<file path="config.mk">
export PLATFORM = sky130hd
export DESIGN_NAME = serial_io_channel
export DESIGN_NICKNAME = d
export VERILOG_FILES = /design/src/rtl/sio_pkg.sv /design/src/rtl/serial_io_channel.sv
export VERILOG_INCLUDE_DIRS = /design/src /design/src/rtl
export SDC_FILE = /design/constraint.sdc
export NUM_CORES = 1
export LEC_CHECK = 0
export BUFFER_PORTS_ARGS = -buffer_cell sky130_fd_sc_hd__buf_2
export CORE_MARGIN = 1
export CORE_UTILIZATION = 50
export DETAILED_ROUTE_END_ITERATION = 12
export PLACE_DENSITY = 0.82
export SYNTH_ARGS = -nofsm -noshare
export SYNTH_HDL_FRONTEND = slang
export SYNTH_SLANG_ARGS = --single-unit
</file>
<file path="constraint.sdc">
create_clock -name aclk -period 2.9 [get_ports aclk]
set_clock_uncertainty 0.05 [all_clocks]
set_input_delay 0.29 -clock aclk [delete_from_list [all_inputs] [get_ports aclk]]
set_output_delay 0.29 -clock aclk [all_outputs]
set_load 0.02 [all_outputs]
</file>
<file path="src/rtl/sio_defs.svh">
`ifndef SIO_DEFS_SVH
`define SIO_DEFS_SVH

// ----------------------------------------
// register indices, byte address = 4 x index
// ----------------------------------------
`define SIO_IDX_CTRL 6'h15
`define SIO_IDX_STAT 6'h16
`define SIO_IDX_DATA 6'h17
`define SIO_IDX_IEN 6'h1A
`define SIO_IDX_RATE 6'h1B

// ----------------------------------------
// status bit positions
// ----------------------------------------
`define SIO_ST_WAKE 4
`define SIO_ST_EOT 5

// ----------------------------------------
// interrupt enable bit positions
// ----------------------------------------
`define SIO_IEN_RX 0
`define SIO_IEN_TX 1

// ----------------------------------------
// reset values
// ----------------------------------------
`define SIO_CTRL_RST 8'h00
`define SIO_IEN_RST 8'h00
`define SIO_RATE_RST 16'h0000

// ----------------------------------------
// timing counts
// ----------------------------------------
`define SIO_PH_LAST 4'hF
`define SIO_PH_HALF 4'h8
`define SIO_SUB_HALF 3'h3
`define SIO_SUB_LAST 3'h7
`define SIO_IDLE_SUBS 7'h50

// ----------------------------------------
// bus responses
// ----------------------------------------
`define SIO_RESP_OKAY 2'h0
`define SIO_RESP_SLVERR 2'h2

`endif

</file>
<file path="src/rtl/sio_pkg.sv">
package sio_pkg;

  // ----------------------------------------
  // control register layout
  // ----------------------------------------
  typedef struct packed {
    logic tx_en;
    logic rx_en;
    logic rx_shift;
    logic tx_shift;
    logic [1:0] len;
    logic par_en;
    logic par_odd;
  } ctrl_t;

  // ----------------------------------------
  // status register layout
  // ----------------------------------------
  typedef struct packed {
    logic urun;
    logic tdre;
    logic eot;
    logic wake;
    logic fe;
    logic pe;
    logic ovr;
    logic full;
  } status_t;

  // ----------------------------------------
  // receiver states
  // ----------------------------------------
  typedef enum logic [1:0] {
    RX_IDLE = 2'b00,
    RX_START = 2'b01,
    RX_BITS = 2'b10,
    RX_SHIFT = 2'b11
  } rx_state_t;

endpackage

</file>
<file path="src/rtl/serial_io_channel.sv">
`timescale 1ns/1ps
`include "sio_defs.svh"

module serial_io_channel (
  // clock and reset
  input wire logic aclk,
  input wire logic aresetn,
  // axi4-lite write address
  input wire logic s_axi_awvalid,
  output logic s_axi_awready,
  input wire logic [7:0] s_axi_awaddr,
  // axi4-lite write data
  input wire logic s_axi_wvalid,
  output logic s_axi_wready,
  input wire logic [31:0] s_axi_wdata,
  input wire logic [3:0] s_axi_wstrb,
  // axi4-lite write response
  output logic s_axi_bvalid,
  input wire logic s_axi_bready,
  output logic [1:0] s_axi_bresp,
  // axi4-lite read address
  input wire logic s_axi_arvalid,
  output logic s_axi_arready,
  input wire logic [7:0] s_axi_araddr,
  // axi4-lite read data
  output logic s_axi_rvalid,
  input wire logic s_axi_rready,
  output logic [31:0] s_axi_rdata,
  output logic [1:0] s_axi_rresp,
  // serial pins
  output logic tx_pin,
  input wire logic rx_pin,
  // counter a line, two-way
  input wire logic counter_a_line_i,
  output logic counter_a_line_o,
  output logic counter_a_line_oe_n,
  // counter a mode
  input wire logic [1:0] cnt_a_mode_in,
  output logic [1:0] cnt_a_mode_out,
  output logic cnt_a_force_interval,
  // interrupt flags and requests
  output logic rx_irq_flag,
  output logic tx_irq_flag,
  output logic rx_irq_req,
  output logic tx_irq_req
);

  // ----------------------------------------
  // declarations
  // ----------------------------------------
  sio_pkg::ctrl_t ctrl_q;
  sio_pkg::status_t stat_q;
  sio_pkg::rx_state_t rx_state_q;
  logic [7:0] ien_q;
  logic [15:0] rate_q;
  logic [15:0] rate_cnt_q;
  logic aw_q;
  logic w_q;
  logic [7:0] awaddr_q;
  logic [31:0] wdata_q;
  logic [3:0] wstrb_q;
  logic bvalid_q;
  logic [1:0] bresp_q;
  logic rvalid_q;
  logic [31:0] rdata_q;
  logic [1:0] rresp_q;
  logic wr_go;
  logic rd_go;
  logic [5:0] wr_idx;
  logic [5:0] rd_idx;
  logic wr_hit;
  logic wr_ctrl;
  logic wr_stat;
  logic wr_data;
  logic rd_clr;
  logic need_int;
  logic uf;
  logic [7:0] txd_q;
  logic [11:0] tx_sr_q;
  logic [11:0] tx_frame;
  logic [3:0] tx_len;
  logic [3:0] tx_cnt_q;
  logic [3:0] tx_ph_q;
  logic tx_busy_q;
  logic tx_sm_q;
  logic tx_clk_q;
  logic tx_load;
  logic tx_done;
  logic [7:0] len_mask;
  logic rx_s1;
  logic rx_s2;
  logic ca_s1;
  logic ca_s2;
  logic ca_prev_q;
  logic rx_half_q;
  logic sub;
  logic [2:0] sub_cnt_q;
  logic [3:0] bit_idx_q;
  logic [3:0] rx_total;
  logic [9:0] rx_sr_q;
  logic [7:0] rx_data_q;
  logic [6:0] ones_q;
  logic idle_det;
  logic rx_xfer;
  logic [7:0] rx_new;
  logic rx_pe;
  logic rx_fe;
  logic tdre_vis;

  // ----------------------------------------
  // axi4-lite slave
  // ----------------------------------------
  assign s_axi_awready = !aw_q && !bvalid_q;
  assign s_axi_wready = !w_q && !bvalid_q;
  assign s_axi_arready = !rvalid_q;
  assign s_axi_bvalid = bvalid_q;
  assign s_axi_bresp = bresp_q;
  assign s_axi_rvalid = rvalid_q;
  assign s_axi_rdata = rdata_q;
  assign s_axi_rresp = rresp_q;
  assign wr_go = aw_q && w_q && !bvalid_q;
  assign rd_go = s_axi_arvalid && !rvalid_q;
  assign wr_idx = awaddr_q[7:2];
  assign rd_idx = s_axi_araddr[7:2];
  assign wr_hit = wr_idx == `SIO_IDX_CTRL || wr_idx == `SIO_IDX_STAT ||
                  wr_idx == `SIO_IDX_DATA || wr_idx == `SIO_IDX_IEN ||
                  wr_idx == `SIO_IDX_RATE;
  assign wr_ctrl = wr_go && wstrb_q[0] && wr_idx == `SIO_IDX_CTRL;
  assign wr_stat = wr_go && wstrb_q[0] && wr_idx == `SIO_IDX_STAT;
  assign wr_data = wr_go && wstrb_q[0] && wr_idx == `SIO_IDX_DATA;
  assign rd_clr = rd_go && rd_idx == `SIO_IDX_DATA;

  always_ff @(posedge aclk) begin
    if (!aresetn) begin
      aw_q <= 1'b0;
      w_q <= 1'b0;
      awaddr_q <= 8'h00;
      wdata_q <= 32'h0000_0000;
      wstrb_q <= 4'h0;
      bvalid_q <= 1'b0;
      bresp_q <= `SIO_RESP_OKAY;
    end else begin
      if (s_axi_awvalid && s_axi_awready) begin
        aw_q <= 1'b1;
        awaddr_q <= s_axi_awaddr;
      end
      if (s_axi_wvalid && s_axi_wready) begin
        w_q <= 1'b1;
        wdata_q <= s_axi_wdata;
        wstrb_q <= s_axi_wstrb;
      end
      if (wr_go) begin
        aw_q <= 1'b0;
        w_q <= 1'b0;
        bvalid_q <= 1'b1;
        bresp_q <= wr_hit ? `SIO_RESP_OKAY : `SIO_RESP_SLVERR;
      end else if (bvalid_q && s_axi_bready) begin
        bvalid_q <= 1'b0;
      end
    end
  end

  always_ff @(posedge aclk) begin
    if (!aresetn) begin
      rvalid_q <= 1'b0;
      rdata_q <= 32'h0000_0000;
      rresp_q <= `SIO_RESP_OKAY;
    end else if (rd_go) begin
      rvalid_q <= 1'b1;
      rresp_q <= `SIO_RESP_OKAY;
      if (rd_idx == `SIO_IDX_CTRL) begin
        rdata_q <= {24'h000000, ctrl_q};
      end else if (rd_idx == `SIO_IDX_STAT) begin
        rdata_q <= {24'h000000, stat_q};
      end else if (rd_idx == `SIO_IDX_DATA) begin
        rdata_q <= {24'h000000, rx_data_q};
      end else if (rd_idx == `SIO_IDX_IEN) begin
        rdata_q <= {24'h000000, ien_q};
      end else if (rd_idx == `SIO_IDX_RATE) begin
        rdata_q <= {16'h0000, rate_q};
      end else begin
        rdata_q <= 32'h0000_0000;
        rresp_q <= `SIO_RESP_SLVERR;
      end
    end else if (rvalid_q && s_axi_rready) begin
      rvalid_q <= 1'b0;
    end
  end

  // ----------------------------------------
  // software registers
  // ----------------------------------------
  always_ff @(posedge aclk) begin
    if (!aresetn) begin
      ctrl_q <= `SIO_CTRL_RST;
      ien_q <= `SIO_IEN_RST;
      rate_q <= `SIO_RATE_RST;
      txd_q <= 8'h00;
    end else begin
      if (wr_ctrl) begin
        ctrl_q <= wdata_q[7:0];
      end
      if (wr_go && wr_idx == `SIO_IDX_IEN && wstrb_q[0]) begin
        ien_q <= wdata_q[7:0];
      end
      if (wr_go && wr_idx == `SIO_IDX_RATE) begin
        if (wstrb_q[0]) begin
          rate_q[7:0] <= wdata_q[7:0];
        end
        if (wstrb_q[1]) begin
          rate_q[15:8] <= wdata_q[15:8];
        end
      end
      if (wr_data) begin
        txd_q <= wdata_q[7:0];
      end
    end
  end

  // ----------------------------------------
  // counter a rate source
  // ----------------------------------------
  assign need_int = ctrl_q.tx_en || (ctrl_q.rx_en && !ctrl_q.rx_shift);
  assign uf = need_int && rate_cnt_q == 16'h0000;
  assign cnt_a_force_interval = need_int;
  assign cnt_a_mode_out = need_int ? 2'h0 : cnt_a_mode_in;

  always_ff @(posedge aclk) begin
    if (!aresetn) begin
      rate_cnt_q <= `SIO_RATE_RST;
    end else if (!need_int || uf) begin
      rate_cnt_q <= rate_q;
    end else begin
      rate_cnt_q <= rate_cnt_q - 16'h0001;
    end
  end

  // ----------------------------------------
  // transmitter
  // ----------------------------------------
  assign len_mask = 8'hFF >> (2'h3 - ctrl_q.len);
  assign tx_len = ctrl_q.tx_shift ? 4'h8 : {2'b00, ctrl_q.len} + 4'h8;
  assign tx_load = ctrl_q.tx_en && !tx_busy_q && !stat_q.tdre;
  assign tx_done = uf && tx_busy_q && tx_ph_q == `SIO_PH_LAST && tx_cnt_q == 4'h1;

  always_comb begin
    tx_frame = 12'hFFF;
    if (ctrl_q.tx_shift) begin
      tx_frame[7:0] = txd_q;
    end else begin
      tx_frame[0] = 1'b0;
      for (int i = 0; i < 8; i++) begin
        if (i < int'(ctrl_q.len) + 5) begin
          tx_frame[i + 1] = txd_q[i];
        end
      end
      if (ctrl_q.par_en) begin
        tx_frame[int'(ctrl_q.len) + 6] = ^(txd_q & len_mask) ^ ctrl_q.par_odd;
      end
    end
  end

  always_ff @(posedge aclk) begin
    if (!aresetn) begin
      tx_sr_q <= 12'hFFF;
      tx_cnt_q <= 4'h0;
      tx_ph_q <= 4'h0;
      tx_busy_q <= 1'b0;
      tx_sm_q <= 1'b0;
    end else if (!ctrl_q.tx_en) begin
      tx_sr_q <= 12'hFFF;
      tx_busy_q <= 1'b0;
    end else if (tx_load) begin
      tx_sr_q <= tx_frame;
      tx_cnt_q <= tx_len - (ctrl_q.tx_shift ? 4'h0 : {3'b000, ctrl_q.par_en});
      tx_ph_q <= 4'h0;
      tx_busy_q <= 1'b1;
      tx_sm_q <= ctrl_q.tx_shift;
    end else if (uf && tx_busy_q) begin
      tx_ph_q <= tx_ph_q + 4'h1;
      if (tx_ph_q == `SIO_PH_LAST) begin
        tx_sr_q <= {1'b1, tx_sr_q[11:1]};
        tx_cnt_q <= tx_cnt_q - 4'h1;
        if (tx_cnt_q == 4'h1) begin
          tx_busy_q <= 1'b0;
          tx_sr_q <= 12'hFFF;
        end
      end
    end
  end

  always_ff @(posedge aclk) begin
    if (!aresetn) begin
      tx_clk_q <= 1'b1;
    end else begin
      tx_clk_q <= !(tx_busy_q && tx_sm_q && tx_ph_q < `SIO_PH_HALF);
    end
  end

  assign tx_pin = tx_sr_q[0];
  assign counter_a_line_o = tx_clk_q;
  assign counter_a_line_oe_n = !(ctrl_q.tx_en && ctrl_q.tx_shift);

  // ----------------------------------------
  // pin synchronisers
  // ----------------------------------------
  always_ff @(posedge aclk) begin
    if (!aresetn) begin
      rx_s1 <= 1'b1;
      rx_s2 <= 1'b1;
      ca_s1 <= 1'b1;
      ca_s2 <= 1'b1;
      ca_prev_q <= 1'b1;
    end else begin
      rx_s1 <= rx_pin;
      rx_s2 <= rx_s1;
      ca_s1 <= counter_a_line_i;
      ca_s2 <= ca_s1;
      ca_prev_q <= ca_s2;
    end
  end

  // ----------------------------------------
  // receiver
  // ----------------------------------------
  assign sub = uf && rx_half_q;
  assign rx_total = {2'b00, ctrl_q.len} + 4'h6 + {3'b000, ctrl_q.par_en};
  assign idle_det = sub && rx_s2 && ones_q == `SIO_IDLE_SUBS - 7'h01;
  assign rx_new = rx_sr_q[7:0] & (ctrl_q.rx_shift ? 8'hFF : len_mask);
  assign rx_pe = ctrl_q.par_en &&
                 (^rx_new ^ ctrl_q.par_odd ^ rx_sr_q[int'(ctrl_q.len) + 5]);
  assign rx_fe = !rx_sr_q[rx_total - 4'h1];

  always_ff @(posedge aclk) begin
    if (!aresetn) begin
      rx_half_q <= 1'b0;
      ones_q <= 7'h00;
    end else begin
      if (uf) begin
        rx_half_q <= !rx_half_q;
      end
      if (!rx_s2 || !ctrl_q.rx_en || ctrl_q.rx_shift) begin
        ones_q <= 7'h00;
      end else if (sub && ones_q != `SIO_IDLE_SUBS) begin
        ones_q <= ones_q + 7'h01;
      end
    end
  end

  always_ff @(posedge aclk) begin
    if (!aresetn) begin
      rx_state_q <= sio_pkg::RX_IDLE;
      sub_cnt_q <= 3'h0;
      bit_idx_q <= 4'h0;
      rx_sr_q <= 10'h000;
      rx_xfer <= 1'b0;
    end else begin
      rx_xfer <= 1'b0;
      if (!ctrl_q.rx_en) begin
        rx_state_q <= sio_pkg::RX_IDLE;
        bit_idx_q <= 4'h0;
      end else begin
        case (rx_state_q)
          sio_pkg::RX_IDLE: begin
            sub_cnt_q <= 3'h0;
            bit_idx_q <= 4'h0;
            if (ctrl_q.rx_shift) begin
              rx_state_q <= sio_pkg::RX_SHIFT;
            end else if (!rx_s2) begin
              rx_state_q <= sio_pkg::RX_START;
            end
          end
          sio_pkg::RX_START: begin
            if (sub) begin
              sub_cnt_q <= sub_cnt_q + 3'h1;
              if (sub_cnt_q == `SIO_SUB_HALF) begin
                sub_cnt_q <= 3'h0;
                rx_state_q <= rx_s2 ? sio_pkg::RX_IDLE : sio_pkg::RX_BITS;
              end
            end
          end
          sio_pkg::RX_BITS: begin
            if (sub) begin
              sub_cnt_q <= sub_cnt_q + 3'h1;
              if (sub_cnt_q == `SIO_SUB_LAST) begin
                rx_sr_q[bit_idx_q] <= rx_s2;
                bit_idx_q <= bit_idx_q + 4'h1;
                if (bit_idx_q == rx_total - 4'h1) begin
                  rx_xfer <= 1'b1;
                  rx_state_q <= sio_pkg::RX_IDLE;
                end
              end
            end
          end
          sio_pkg::RX_SHIFT: begin
            if (!ctrl_q.rx_shift) begin
              rx_state_q <= sio_pkg::RX_IDLE;
            end else if (ca_s2 && !ca_prev_q) begin
              rx_sr_q[bit_idx_q] <= rx_s2;
              bit_idx_q <= bit_idx_q + 4'h1;
              if (bit_idx_q == 4'h7) begin
                bit_idx_q <= 4'h0;
                rx_xfer <= 1'b1;
              end
            end
          end
          default: begin
            rx_state_q <= sio_pkg::RX_IDLE;
          end
        endcase
      end
    end
  end

  // ----------------------------------------
  // status flags
  // ----------------------------------------
  always_ff @(posedge aclk) begin
    if (!aresetn) begin
      rx_data_q <= 8'h00;
      stat_q <= '0;
      stat_q.tdre <= 1'b1;
    end else begin
      if (rx_xfer && !stat_q.wake) begin
        rx_data_q <= rx_new;
      end
      if (!ctrl_q.rx_en) begin
        stat_q.full <= 1'b0;
        stat_q.ovr <= 1'b0;
        stat_q.pe <= 1'b0;
        stat_q.fe <= 1'b0;
      end else if (rx_xfer && !stat_q.wake) begin
        if (stat_q.full) begin
          stat_q.ovr <= 1'b1;
        end else if (rd_clr) begin
          stat_q.ovr <= 1'b0;
        end
        if (!ctrl_q.rx_shift && rx_pe) begin
          stat_q.pe <= 1'b1;
        end else if (rd_clr) begin
          stat_q.pe <= 1'b0;
        end
        if (!ctrl_q.rx_shift && rx_fe) begin
          stat_q.fe <= 1'b1;
        end else if (rd_clr) begin
          stat_q.fe <= 1'b0;
        end
        if (ctrl_q.rx_shift || (!rx_pe && !rx_fe)) begin
          stat_q.full <= 1'b1;
        end else if (rd_clr) begin
          stat_q.full <= 1'b0;
        end
      end else if (rd_clr) begin
        stat_q.full <= 1'b0;
        stat_q.ovr <= 1'b0;
        stat_q.pe <= 1'b0;
        stat_q.fe <= 1'b0;
      end
      if (wr_stat && wdata_q[`SIO_ST_WAKE]) begin
        stat_q.wake <= 1'b1;
      end else if (idle_det) begin
        stat_q.wake <= 1'b0;
      end
      if (wr_stat && wdata_q[`SIO_ST_EOT]) begin
        stat_q.eot <= 1'b1;
      end else if (wr_data) begin
        stat_q.eot <= 1'b0;
      end
      if (wr_data) begin
        stat_q.tdre <= 1'b0;
      end else if (tx_load) begin
        stat_q.tdre <= 1'b1;
      end
      if (tx_done && stat_q.tdre) begin
        stat_q.urun <= 1'b1;
      end else if (tx_load) begin
        stat_q.urun <= 1'b0;
      end
    end
  end

  // ----------------------------------------
  // interrupt flags
  // ----------------------------------------
  assign tdre_vis = stat_q.tdre && (!stat_q.eot || stat_q.urun);
  assign tx_irq_flag = ctrl_q.tx_en && (tdre_vis || stat_q.urun);
  assign rx_irq_flag = stat_q.full || stat_q.ovr || stat_q.pe || stat_q.fe;
  assign rx_irq_req = rx_irq_flag && ien_q[`SIO_IEN_RX];
  assign tx_irq_req = tx_irq_flag && ien_q[`SIO_IEN_TX];

endmodule

</file>
# [After elaboration in Yosys (flattened, before gate mapping)]
# Cells that the tools add are included.
[classes] n_addsub=14 order_cmp=15 n_eq_ne=30 n_shift=1 muxes=110 n_bitwise=6 reduce_logical=118
[ops] cell="4-bit by 32-bit less-than comparator with 1-bit output (first input constant)" count=4
[ops] cell="16-bit 2-to-1 mux" count=6
[ops] cell="3-bit by 32-bit less-than comparator with 1-bit output (first input constant)" count=2
[ops] cell="6-bit by 5-bit == test with 1-bit output (second input constant)" count=10
[ops] cell="4-bit 2-to-1 mux" count=14
[ops] cell="1-bit 2-to-1 mux" count=49
[ops] cell="12-bit 2-to-1 mux" count=4
[ops] cell="1-bit logical AND" count=46
[ops] cell="10-bit 2-to-1 mux" count=4
[ops] cell="1-bit by 32-bit less-than comparator with 1-bit output (first input constant)" count=1
[ops] cell="2-bit by 32-bit less-than comparator with 1-bit output (first input constant)" count=1
[ops] cell="2-bit 2-to-1 mux" count=16
[ops] cell="2-bit nonzero test" count=15
[ops] cell="2-bit AND reduction" count=11
[ops] cell="4-bit by 5-bit less-than comparator with 1-bit output (second input constant)" count=4
[ops] cell="10-bit one-hot mux with 2 select lines" count=1
[ops] cell="1-bit logical NOT" count=18
[ops] cell="8-bit AND" count=2
[ops] cell="16-bit logical NOT" count=1
[ops] cell="8-bit 2-to-1 mux" count=2
[ops] cell="2-bit != test (second input constant)" count=8
[ops] cell="8-bit XOR reduction" count=2
[ops] cell="16-bit by 1-bit subtractor with 16-bit output (second input constant)" count=1
[ops] cell="1-bit logical OR" count=14
[ops] cell="other kinds (43)" count=58
[word_totals] reg_bits=194 inputBits=63 out_inout_bits=51 word_cells=343

# [Longest topological paths before layout]
# Gate-level depths: netlist (run 1).
[logic_depth] ltp_word=13 ltp_mapped=12 mapped_depth_nobuf=11

# [Least setup slack after synthesis (run 1)]
# OpenSTA, ideal clock, no wires.
[synth_timing] path_type="register to register" from="register ctrl_q[3] (netlist bit)" to="register tx_sr_q[10]" setup_time_ns=0.120 arrival_ns=2.133 required_time_ns=2.730 slack_ns=0.597 path_stages_with_launch=10 n_path_buf=0 synth_period_minus_slack_ns=2.303 path_cell_list="dfxtp_1 -> inv_1 -> ha_1 -> nand2b_1 -> xnor2_1 -> xnor2_1 -> xnor2_1 -> and3_1 -> a311oi_1 -> a211o_1"
[synth_via] elab_chain_len=9 elab_cells_between_ends=15 classes_between="2 x add/sub; 2 x order compare; 1 x shift; 6 x mux; 2 x bitwise; 2 x reduce/logical"
[synth_rtl] item="from (decl)" line="serial_io_channel.sv:51" source="sio_pkg::ctrl_t ctrl_q;"
[synth_rtl] item="from (signal assigned)" line="serial_io_channel.sv:195" source="ctrl_q <= `SIO_CTRL_RST;"
[synth_rtl] item="from (signal assigned)" line="serial_io_channel.sv:201" source="ctrl_q <= wdata_q[7:0];"
[synth_rtl] item="2-bit by 3-bit adder with 4-bit output / 2-bit subtractor (equally long branches)" line="serial_io_channel.sv:258, serial_io_channel.sv:241"
[synth_rtl] item="4-bit by 5-bit less-than comparator with 1-bit output (not written as such), or another cell as far along" line="serial_io_channel.sv:258" source="tx_frame[int'(ctrl_q.len) + 6] = ^(txd_q & len_mask) ^ ctrl_q.par_odd;"
[synth_rtl] item="1-bit logical AND (not written as such) / 8-bit AND (equally long branches)" line="serial_io_channel.sv:258"
[synth_rtl] item="1-bit 2-to-1 mux (not written as such) / 8-bit XOR reduction (equally long branches)" line="serial_io_channel.sv:258"
[synth_rtl] item="1-bit demux with 4-bit select / 1-bit XOR (equally long branches)" line="serial_io_channel.sv:258"
[synth_rtl] item="12-bit bitwise mux (*)" line="serial_io_channel.sv:258"
[synth_rtl] item="12-bit 2-to-1 mux (*)" line="serial_io_channel.sv:257" source="if (ctrl_q.par_en) begin"
[synth_rtl] item="4-bit 2-to-1 mux (*)" line="serial_io_channel.sv:248" source="if (ctrl_q.tx_shift) begin"
[synth_rtl] item="12-bit 2-to-1 mux (*)" line="serial_io_channel.sv:273" source="end else if (tx_load) begin"
[synth_rtl] item="to (signal assigned)" line="serial_io_channel.sv:274" source="tx_sr_q <= tx_frame;"
[synth_rtl] item="to (signal assigned)" line="serial_io_channel.sv:282" source="tx_sr_q <= {1'b1, tx_sr_q[11:1]};"
[synth_rtl] item="to (decl)" line="serial_io_channel.sv:79" source="logic [11:0] tx_sr_q;"
# Mark *: on every way between the ends. The rest lies on a longest branch, timed or not.
# A chain may end at the register's enable or synchronous reset.

# [Worst setup path after layout (run 1)]
[layout_timing] from="register rate_cnt_q[9]" to="register rx_state_q[1]"
[layout_via] elab_chain_len=5 elab_cells_between_ends=6 classes_between="2 x eq/ne; 4 x reduce/logical"
[layout_rtl] item="from (decl)" line="serial_io_channel.sv:56" source="logic [15:0] rate_cnt_q;"
[layout_rtl] item="from (signal assigned)" line="serial_io_channel.sv:230" source="rate_cnt_q <= `SIO_RATE_RST;"
[layout_rtl] item="from (signal assigned)" line="serial_io_channel.sv:232" source="rate_cnt_q <= rate_q;"
[layout_rtl] item="from (signal assigned)" line="serial_io_channel.sv:234" source="rate_cnt_q <= rate_cnt_q - 16'h0001;"
[layout_rtl] item="16-bit logical NOT (*)" line="serial_io_channel.sv:224" source="assign uf = need_int && rate_cnt_q == 16'h0000;"
[layout_rtl] item="1-bit logical AND (*)" line="serial_io_channel.sv:224"
[layout_rtl] item="1-bit logical AND (*)" line="serial_io_channel.sv:326" source="assign sub = uf && rx_half_q;"
[layout_rtl] item="2-bit != test (no line)"
[layout_rtl] item="7-bit AND reduction (no line) (*)"
[layout_rtl] item="to (signal assigned)" line="serial_io_channel.sv:352" source="rx_state_q <= sio_pkg::RX_IDLE;"
[layout_rtl] item="to (signal assigned)" line="serial_io_channel.sv:360" source="rx_state_q <= sio_pkg::RX_IDLE;"
[layout_rtl] item="to (signal assigned)" line="serial_io_channel.sv:368" source="rx_state_q <= sio_pkg::RX_SHIFT;"
[layout_rtl] item="to (decl)" line="serial_io_channel.sv:53" source="sio_pkg::rx_state_t rx_state_q;"
# Marked as above.

==> metrics.txt, run 1 <==
# TYPE chip_impl_metric gauge
chip_impl_info{name="status",value="finished clean"} 1
chip_impl_metric{name="setup-violations-final",unit=""} 0
chip_impl_metric{name="synth_cells",unit=""} 974
chip_impl_metric{name="clock_insertion_delay_worst_skew",unit="ps"} 440
chip_impl_metric{name="fin_setup_tns",unit="ps"} 0
chip_impl_metric{name="cts.sinks",unit=""} 174
chip_impl_metric{name="drive_above_1_share",unit=""} 0.144
chip_impl_metric{name="detailroute.via_count",unit=""} 7112
chip_impl_info{name="dominantRegCellSynth",value="dfxtp_1"} 1
chip_impl_metric{name="groute.usage.overall",unit=""} 0.235
chip_impl_info{name="crit_type",value="flop to flop"} 1
chip_impl_metric{name="place.gp.congestion",unit=""} 0.871
chip_impl_metric{name="net-switching-power",unit="mW"} 1.22
chip_impl_info{name="crit_slowest_cell",value="or4_4"} 1
chip_impl_metric{name="dr.pass1.iters",unit=""} 8
chip_impl_metric{name="synth.top_cell.area_share",unit=""} 0.416
chip_impl_metric{name="critical-path-max-stage-delay",unit="ps"} 580
chip_impl_metric{name="placement.io_buffers",unit=""} 73
chip_impl_metric{name="chipHeight",unit="um"} 131
chip_impl_metric{name="htree_levels",unit=""} 4
chip_impl_metric{name="fmax",unit="MHz"} 373
chip_impl_metric{name="avgViaCountPerCell",unit=""} 5.61
chip_impl_metric{name="grt_first_pass_wirelength",unit="um"} 32900
chip_impl_metric{name="syn_avg_cell_area",unit="um^2"} 8.60
chip_impl_metric{name="largest_net_degree_at_the_start_of_global_routing",unit=""} 95
chip_impl_metric{name="fp.dieW",unit="um"} 131
chip_impl_metric{name="cp_data_required_time",unit="ps"} 3160
chip_impl_metric{name="die_area",unit="um^2"} 17300
chip_impl_metric{name="drt_iter0_markers",unit=""} 773
chip_impl_metric{name="vdd.ir_drop.worst",unit="uV"} 465
chip_impl_metric{name="post_synth_num_cell_types",unit=""} 74
chip_impl_metric{name="final_antenna_net_count",unit=""} 0
chip_impl_metric{name="seq_area_frac_synth",unit=""} 0.416
chip_impl_metric{name="arrival",unit="ps"} 2940
chip_impl_info{name="min_path_type",value="input port to flop"} 1
chip_impl_metric{name="path_max_fanout",unit=""} 6
chip_impl_metric{name="detailed_place_hpwl",unit="um"} 13800
chip_impl_info{name="yosys.area.top_type",value="dfxtp_1"} 1
chip_impl_info{name="clk_root_buffer_cell",value="clkbuf_16"} 1
chip_impl_metric{name="finalWorstPathRequiredPeriod",unit="ps"} 2680
chip_impl_metric{name="finalHoldViolCount",unit=""} 0
chip_impl_metric{name="detail_route.drc_violations",unit=""} 0
chip_impl_metric{name="maxCapViolCount",unit=""} 0
chip_impl_info{name="cell_with_the_most_instances_after_synthesis",value="dfxtp_1"} 1
chip_impl_metric{name="fin_worst_hold_slack",unit="ps"} 35.6
chip_impl_info{name="crit_chain",value="or4_4, nor4b_4, nand4_2, nor3_1, o21ai_1, a221oi_1, a211oi_1"} 1
chip_impl_metric{name="tightestPinTransition",unit="ps"} 1120
chip_impl_metric{name="timing_max_transition_violations_final",unit=""} 0
chip_impl_metric{name="synth_area",unit="um^2"} 8380
chip_impl_metric{name="postCtsSetupRepairBufs",unit=""} 0
chip_impl_metric{name="proportion_of_power_drawn_by_combinational_gates",unit=""} 0.052
chip_impl_metric{name="pwr-share-clk",unit=""} 0.447
chip_impl_info{name="rsz0062_at_grt",value="no"} 1
chip_impl_metric{name="floorplan.initialDensity",unit=""} 0.520
chip_impl_info{name="post_synth_most_frequent_cells",value="dfxtp_1 (174), nor2_1 (130), nand2_1 (121)"} 1
chip_impl_metric{name="cts_buffer_depth",unit=""} 2
chip_impl_metric{name="fill_cells",unit=""} 1380
chip_impl_metric{name="placement_rows",unit=""} 46
chip_impl_metric{name="num_antenna_cells",unit=""} 0
chip_impl_metric{name="timing.max_slew.rel_slack",unit=""} 0.256
chip_impl_metric{name="cts_buffers",unit=""} 17
chip_impl_metric{name="io_pins",unit=""} 114
chip_impl_metric{name="p_per_cell_area",unit="nW/um^2"} 519
chip_impl_metric{name="async_reset_ff_frac",unit=""} 0
chip_impl_metric{name="netSwitchingFraction",unit=""} 0.247
chip_impl_metric{name="syn2layout_area_growth",unit="%"} 13.5
chip_impl_metric{name="power_frac_seq",unit=""} 0.500
chip_impl_metric{name="design.core.area",unit="um^2"} 16100
chip_impl_info{name="yosys-top-cells-area",value="dfxtp_1 (42%), mux2i_1 (6.8%), nor2_1 (5.8%)"} 1
chip_impl_info{name="tritoncts",value="built"} 1
chip_impl_metric{name="antenna_found_initial",unit=""} 0
chip_impl_metric{name="grt_overflow",unit=""} 0
chip_impl_metric{name="post_drt_wl_per_cell",unit="um"} 15.7
chip_impl_metric{name="number_of_global_route_vias_before_repair",unit=""} 6587
chip_impl_info{name="worstSetupStartpointType",value="flop"} 1
chip_impl_metric{name="final_min_period_over_clock_period",unit=""} 0.925
chip_impl_info{name="worst_setup_end_kind",value="flop"} 1
chip_impl_metric{name="number_of_flops_mapped_to_enable_cells_by_yosys",unit=""} 0
chip_impl_metric{name="power.leakage",unit="nW"} 3.71
chip_impl_metric{name="synth-seq-cells",unit=""} 174
chip_impl_metric{name="cts.reportedPaths.clkPinSlew",unit="ps"} 70
chip_impl_metric{name="cellInternalPower",unit="mW"} 3.71
chip_impl_metric{name="nets",unit=""} 1134
chip_impl_metric{name="totalWireLength",unit="um"} 19900
chip_impl_metric{name="ys_warn_count",unit=""} 0
==> layout by cell type, fill, tap and decap left out, types with 5 or more instances in the layout <==
cell,count
nor2b_1,12
clkbuf_16,17
xor2_1,15
buf_2,73
mux2_2,8
a211oi_1,24
inv_6,5
a22o_1,8
and2_1,9
inv_1,28
nand2b_1,11
conb_1,18
ha_1,32
buf_4,18
and3_1,6
mux2i_1,57
nor2_1,129
a222oi_1,8
nand2_1,121
nand3_1,35
nor3_1,12
nand4_1,10
a21oi_1,65
o21ai_0,34
xnor2_1,30
dfxtp_1,174
==> power groups by stage <==
stage               combinational [mW]  sequential [mW]  clock [mW]
detailed placement               0.253             2.52           0
global route                     0.285             2.47        2.33
global placement                 0.248             2.52           0
finish                           0.258             2.47        2.21
CTS                              0.257             2.47        2.23
floorplan                        0.177             2.52           0
==> worst max-delay path, delay by kind of cell (launching register included) <==
kind,cells,cell delay (ps)
compound gates,3,490
flops,1,340
simple gates,4,1680
==> worst paths after layout <==
path,to,depth (start not counted),from,slack [ps]
worst max-delay path,rx_state_q[1]$_SDFFE_PN0P_,7,rate_cnt_q[9]$_SDFF_PN0_,220
worst min register to register,rx_s2$_SDFF_PN1_,1,rx_s1$_SDFF_PN1_,370
worst max register to register,rx_state_q[1]$_SDFFE_PN0P_,7,rate_cnt_q[9]$_SDFF_PN0_,220
worst min-delay path,wstrb_q[1]$_SDFFE_PN0P_,3,s_axi_wstrb[1],40
==> per-layer routing <==
metal  vias to the layer above  routed length [um]  track usage  part of all wire
li1                       3469                   -            -                 -
met1                      3325                9180        0.324              0.46
met2                       287                8960        0.358              0.45
met3                        31                1410       0.0540             0.071
met4                         0                 377       0.0814             0.019
met5                         -                   0            0                 0
==> registers in the layout, indices dropped and copies added, names as in the netlist, 10 cells and up <==
name,flops
tx_sr_q,12
wdata_q,16
rate_q,16
rx_sr_q,10
rate_cnt_q,16
s_axi_rdata,16
==> final cells by class <==
cell class                 count  area (um^2)  area share
sequential                   174         3480       0.366
clock inverter                13          129      0.0136
multi-input combinational    722         4540       0.477
inverter                      29          110      0.0116
timing repair buffer          95          551      0.0579
clock buffer                  18          429      0.0451
tap                          216          270      0.0284
==> through the flow <==
step                      power, mW  cells  utilization  setup slack, ps  instance area (um^2)
after floorplan                2.70    991            -              597                  8440
after detailed placement       2.77   1233        0.554              270                  8920
after global routing           5.08   1267        0.590             51.7                  9510
after global placement         2.77   1233        0.554              322                  8920
final                          4.93   1267        0.590              219                  9510
after CTS                      4.95   1267        0.590              256                  9510
==> cells by family after synthesis <==
group	Yosys count	share of synthesized area
buf+inv	95	0.0508
compound gates	178	0.137
mux	67	0.0842
simple gates	382	0.217
fa+ha+maj	32	0.0478
xor+xnor	45	0.0470
flops	174	0.416
other cells	1	0.000447
==> what timing repair did <==
action,4_1_cts,5_1_grt
gates resized for setup,0,0
hold endpoints to repair,3,0
hold buffers,3,0
Note: power is estimated with default switching activity, not from simulation.
==> run 2: changes to the inputs <==
REMOVE_ABC_BUFFERS = 1   (was not set)
==> run 2 against run 1 <==
Combinational power barely moved. Critical path type unchanged. Critical endpoint unchanged. Largest cell class unchanged. Utilization rose by 0.093 points. Sequential cell count did not move.
==> metrics.txt, run 2 (synthesis results as in run 1) <==
# TYPE chip_impl_metric gauge
chip_impl_info{name="status",value="finished clean"} 1
chip_impl_metric{name="clock_insertion_delay_worst_skew",unit="ps"} 430
chip_impl_metric{name="placement_rows",unit=""} 46
chip_impl_metric{name="critical-path-max-stage-delay",unit="ps"} 580
chip_impl_info{name="critical_path.reg2reg.endpoint",value="rx_state_q[1]$_SDFFE_PN0P_"} 1
chip_impl_info{name="min_path_type",value="input port to flop"} 1
chip_impl_metric{name="syn2layout_area_growth",unit="%"} 13.7
chip_impl_metric{name="rr_worst_depth",unit=""} 8
chip_impl_metric{name="worstSetupPathDepth",unit=""} 8
chip_impl_metric{name="number_of_global_route_vias_before_repair",unit=""} 6580
chip_impl_metric{name="cts.reportedPaths.clkPinSlew",unit="ps"} 70
chip_impl_metric{name="antenna_found_initial",unit=""} 0
chip_impl_metric{name="cp_data_required_time",unit="ps"} 3150
chip_impl_metric{name="largest_net_degree_at_the_start_of_global_routing",unit=""} 57
chip_impl_info{name="mostFrequentLayoutCell",value="dfxtp_1"} 1
chip_impl_info{name="cpLargestDelayFamily",value="simple AND/OR/NAND/NOR gates"} 1
chip_impl_metric{name="vdd.ir_drop.worst",unit="uV"} 532
chip_impl_metric{name="grt_overflow",unit=""} 0
chip_impl_info{name="crit_path_from",value="rate_cnt_q[9]$_SDFF_PN0_"} 1
chip_impl_metric{name="finish.utilization",unit=""} 0.591
chip_impl_metric{name="final_antenna_net_count",unit=""} 0
chip_impl_info{name="r2r_start",value="rate_cnt_q[9]$_SDFF_PN0_"} 1
chip_impl_metric{name="power.leakage",unit="nW"} 3.71
chip_impl_metric{name="timing_max_transition_violations_final",unit=""} 0
chip_impl_info{name="crit_chain",value="or4_4, nor4b_4, buf_4, nand4_2, nor3_1, o21ai_1, a221oi_1, a211oi_1"} 1
chip_impl_info{name="rsz0062_at_grt",value="no"} 1
chip_impl_metric{name="chipHeight",unit="um"} 131
chip_impl_metric{name="final_min_period_over_clock_period",unit=""} 0.946
chip_impl_info{name="final_cell_mix",value="dfxtp_1 (174), nor2_1 (129), nand2_1 (121), buf_2 (73), a21oi_1 (65)"} 1
chip_impl_metric{name="wire_length_on_met3",unit="um"} 1330
chip_impl_info{name="top_layer_used",value="met4"} 1
chip_impl_info{name="worstSetupStartpointType",value="flop"} 1
chip_impl_metric{name="design_power_total",unit="mW"} 4.94
chip_impl_metric{name="drive_above_1_share",unit=""} 0.145
chip_impl_metric{name="met2RoutedLength",unit="um"} 9660
chip_impl_metric{name="tightestPinTransition",unit="ps"} 1150
chip_impl_metric{name="num_antenna_cells",unit=""} 0
chip_impl_metric{name="place.gp.congestion",unit=""} 0.888
chip_impl_metric{name="drt_iter0_markers",unit=""} 544
chip_impl_metric{name="path_max_fanout",unit=""} 6
chip_impl_metric{name="finalWorstPathRequiredPeriod",unit="ps"} 2740
chip_impl_metric{name="htree_levels",unit=""} 4
chip_impl_metric{name="dpl-instance-area",unit="um^2"} 8930
chip_impl_metric{name="avgViaCountPerCell",unit=""} 5.61
chip_impl_metric{name="post-route-cell-area",unit="um^2"} 9530
chip_impl_info{name="crit_type",value="flop to flop"} 1
chip_impl_metric{name="worst-r2r-setup-slack",unit="ps"} 160
chip_impl_metric{name="crit_buf_inv",unit=""} 1
chip_impl_metric{name="multiInputGateArea",unit="um^2"} 4540
chip_impl_metric{name="dr.pass1.iters",unit=""} 6
chip_impl_metric{name="detail_route.drc_violations",unit=""} 0
chip_impl_metric{name="totalWireLength",unit="um"} 20400
chip_impl_metric{name="seqCellArea",unit="um^2"} 3480
chip_impl_metric{name="cts.sinks",unit=""} 174
chip_impl_metric{name="detailroute.via_count",unit=""} 7129
chip_impl_metric{name="setup-violations-final",unit=""} 0
chip_impl_metric{name="fill_cells",unit=""} 1379
chip_impl_metric{name="post_drt_wl_per_cell",unit="um"} 16.0
chip_impl_info{name="crit_slowest_cell",value="or4_4"} 1
chip_impl_metric{name="floorplan.initialDensity",unit=""} 0.520
chip_impl_metric{name="finalHoldViolCount",unit=""} 0
chip_impl_info{name="worst_setup_end_kind",value="flop"} 1
chip_impl_metric{name="placement.io_buffers",unit=""} 73
chip_impl_metric{name="fin_setup_tns",unit="ps"} 0
chip_impl_metric{name="detailed_place_hpwl",unit="um"} 14300
chip_impl_metric{name="cts_buffers",unit=""} 17
chip_impl_metric{name="arrival",unit="ps"} 3000
chip_impl_metric{name="cts_buffer_depth",unit=""} 2
chip_impl_info{name="clk_root_buffer_cell",value="clkbuf_16"} 1
chip_impl_metric{name="p_per_cell_area",unit="nW/um^2"} 519
chip_impl_info{name="crit_path_end",value="rx_state_q[1]$_SDFFE_PN0P_"} 1
chip_impl_metric{name="design.core.area",unit="um^2"} 16100
chip_impl_metric{name="io_pins",unit=""} 114
chip_impl_metric{name="routedLengthMet1",unit="um"} 8950
chip_impl_metric{name="maxCapViolCount",unit=""} 0
chip_impl_metric{name="grt_first_pass_wirelength",unit="um"} 32600
chip_impl_metric{name="groute.usage.overall",unit=""} 0.234
chip_impl_metric{name="fp.dieW",unit="um"} 131
chip_impl_metric{name="fmax",unit="MHz"} 364
chip_impl_metric{name="nets",unit=""} 1136
chip_impl_info{name="tritoncts",value="built"} 1
chip_impl_metric{name="die_area",unit="um^2"} 17300
chip_impl_metric{name="timing.max_slew.rel_slack",unit=""} 0.232
## run 2: cell types whose count changed in the layout (fill, tap and decap cells not counted), sizes merged
cell and change:
buf +2, bufinv +1, clkbuf +3, clkinv +2, clkinvlp +2, inv -7
## run 2: routing by layer
metal | vias up | GRT usage
met4 | 0 | 0.0807
met1 | 3343 | 0.299
met3 | 38 | 0.0521
met5 | - | 0
li1 | 3489 | -
met2 | 259 | 0.385
## run 2: worst min-delay path by stage
| stage | slack, ps | depth (start not counted) | to | startpoint |
|---|---|---|---|---|
| after floorplan | 310 | 1 | ca_prev_q$_SDFF_PN1_ | aresetn |
| after global placement | 340 | 1 | rx_s2$_SDFF_PN1_ | rx_s1$_SDFF_PN1_ |
| after detailed placement | 350 | 1 | rx_s2$_SDFF_PN1_ | rx_s1$_SDFF_PN1_ |
| after CTS | 40 | 3 | wdata_q[12]$_SDFFE_PN0P_ | s_axi_wdata[12] |
| after global routing | 50 | 3 | wdata_q[15]$_SDFFE_PN0P_ | s_axi_wdata[15] |
| final | 50 | 3 | wdata_q[12]$_SDFFE_PN0P_ | s_axi_wdata[12] |
## run 2: repair_timing
item | in CTS | in global routing
endpoints found under the setup margin | 0 | 0
buffers inserted | 0 | 0
endpoints found under the hold margin | 3 | 0
hold buffers | 3 | 0
resized for setup | 0 | 0
## run 2: power breakdown
group / leakage [nW] / switching [mW] / internal (mW)
sequential: 1.41 / 0.0387 / 2.43
combinational: 2.02 / 0.176 / 0.0846
clock: 0.277 / 0.927 / 1.28
## run 2: area by class of cell
class | instances | share of cell area
Multi-Input combinational cell | 722 | 0.477
Sequential cell | 174 | 0.366
Timing Repair Buffer | 97 | 0.0581
Clock buffer | 21 | 0.0473
Tap cell | 216 | 0.0284
Clock inverter | 11 | 0.0123
Inverter | 29 | 0.0116
## run 2: metrics by stage
stage / hold slack (ps) / setup slack (ps) / std cells
3_5_place_dp: 347 / 210 / 1235
6_report: 47.4 / 156 / 1270
5_1_grt: 48.4 / 51.9 / 1270
2_1_floorplan: 313 / 507 / 925
4_1_cts: 35.6 / 196 / 1270
3_3_place_gp: 338 / 307 / 1235
## run 2: worst register-to-register path, delay by kind of cell, from the launching register on
kind | cells | cell delay (ps)
simple gates | 4 | 1510
compound gates | 3 | 520
flops | 1 | 350
buf+inv | 1 | 190
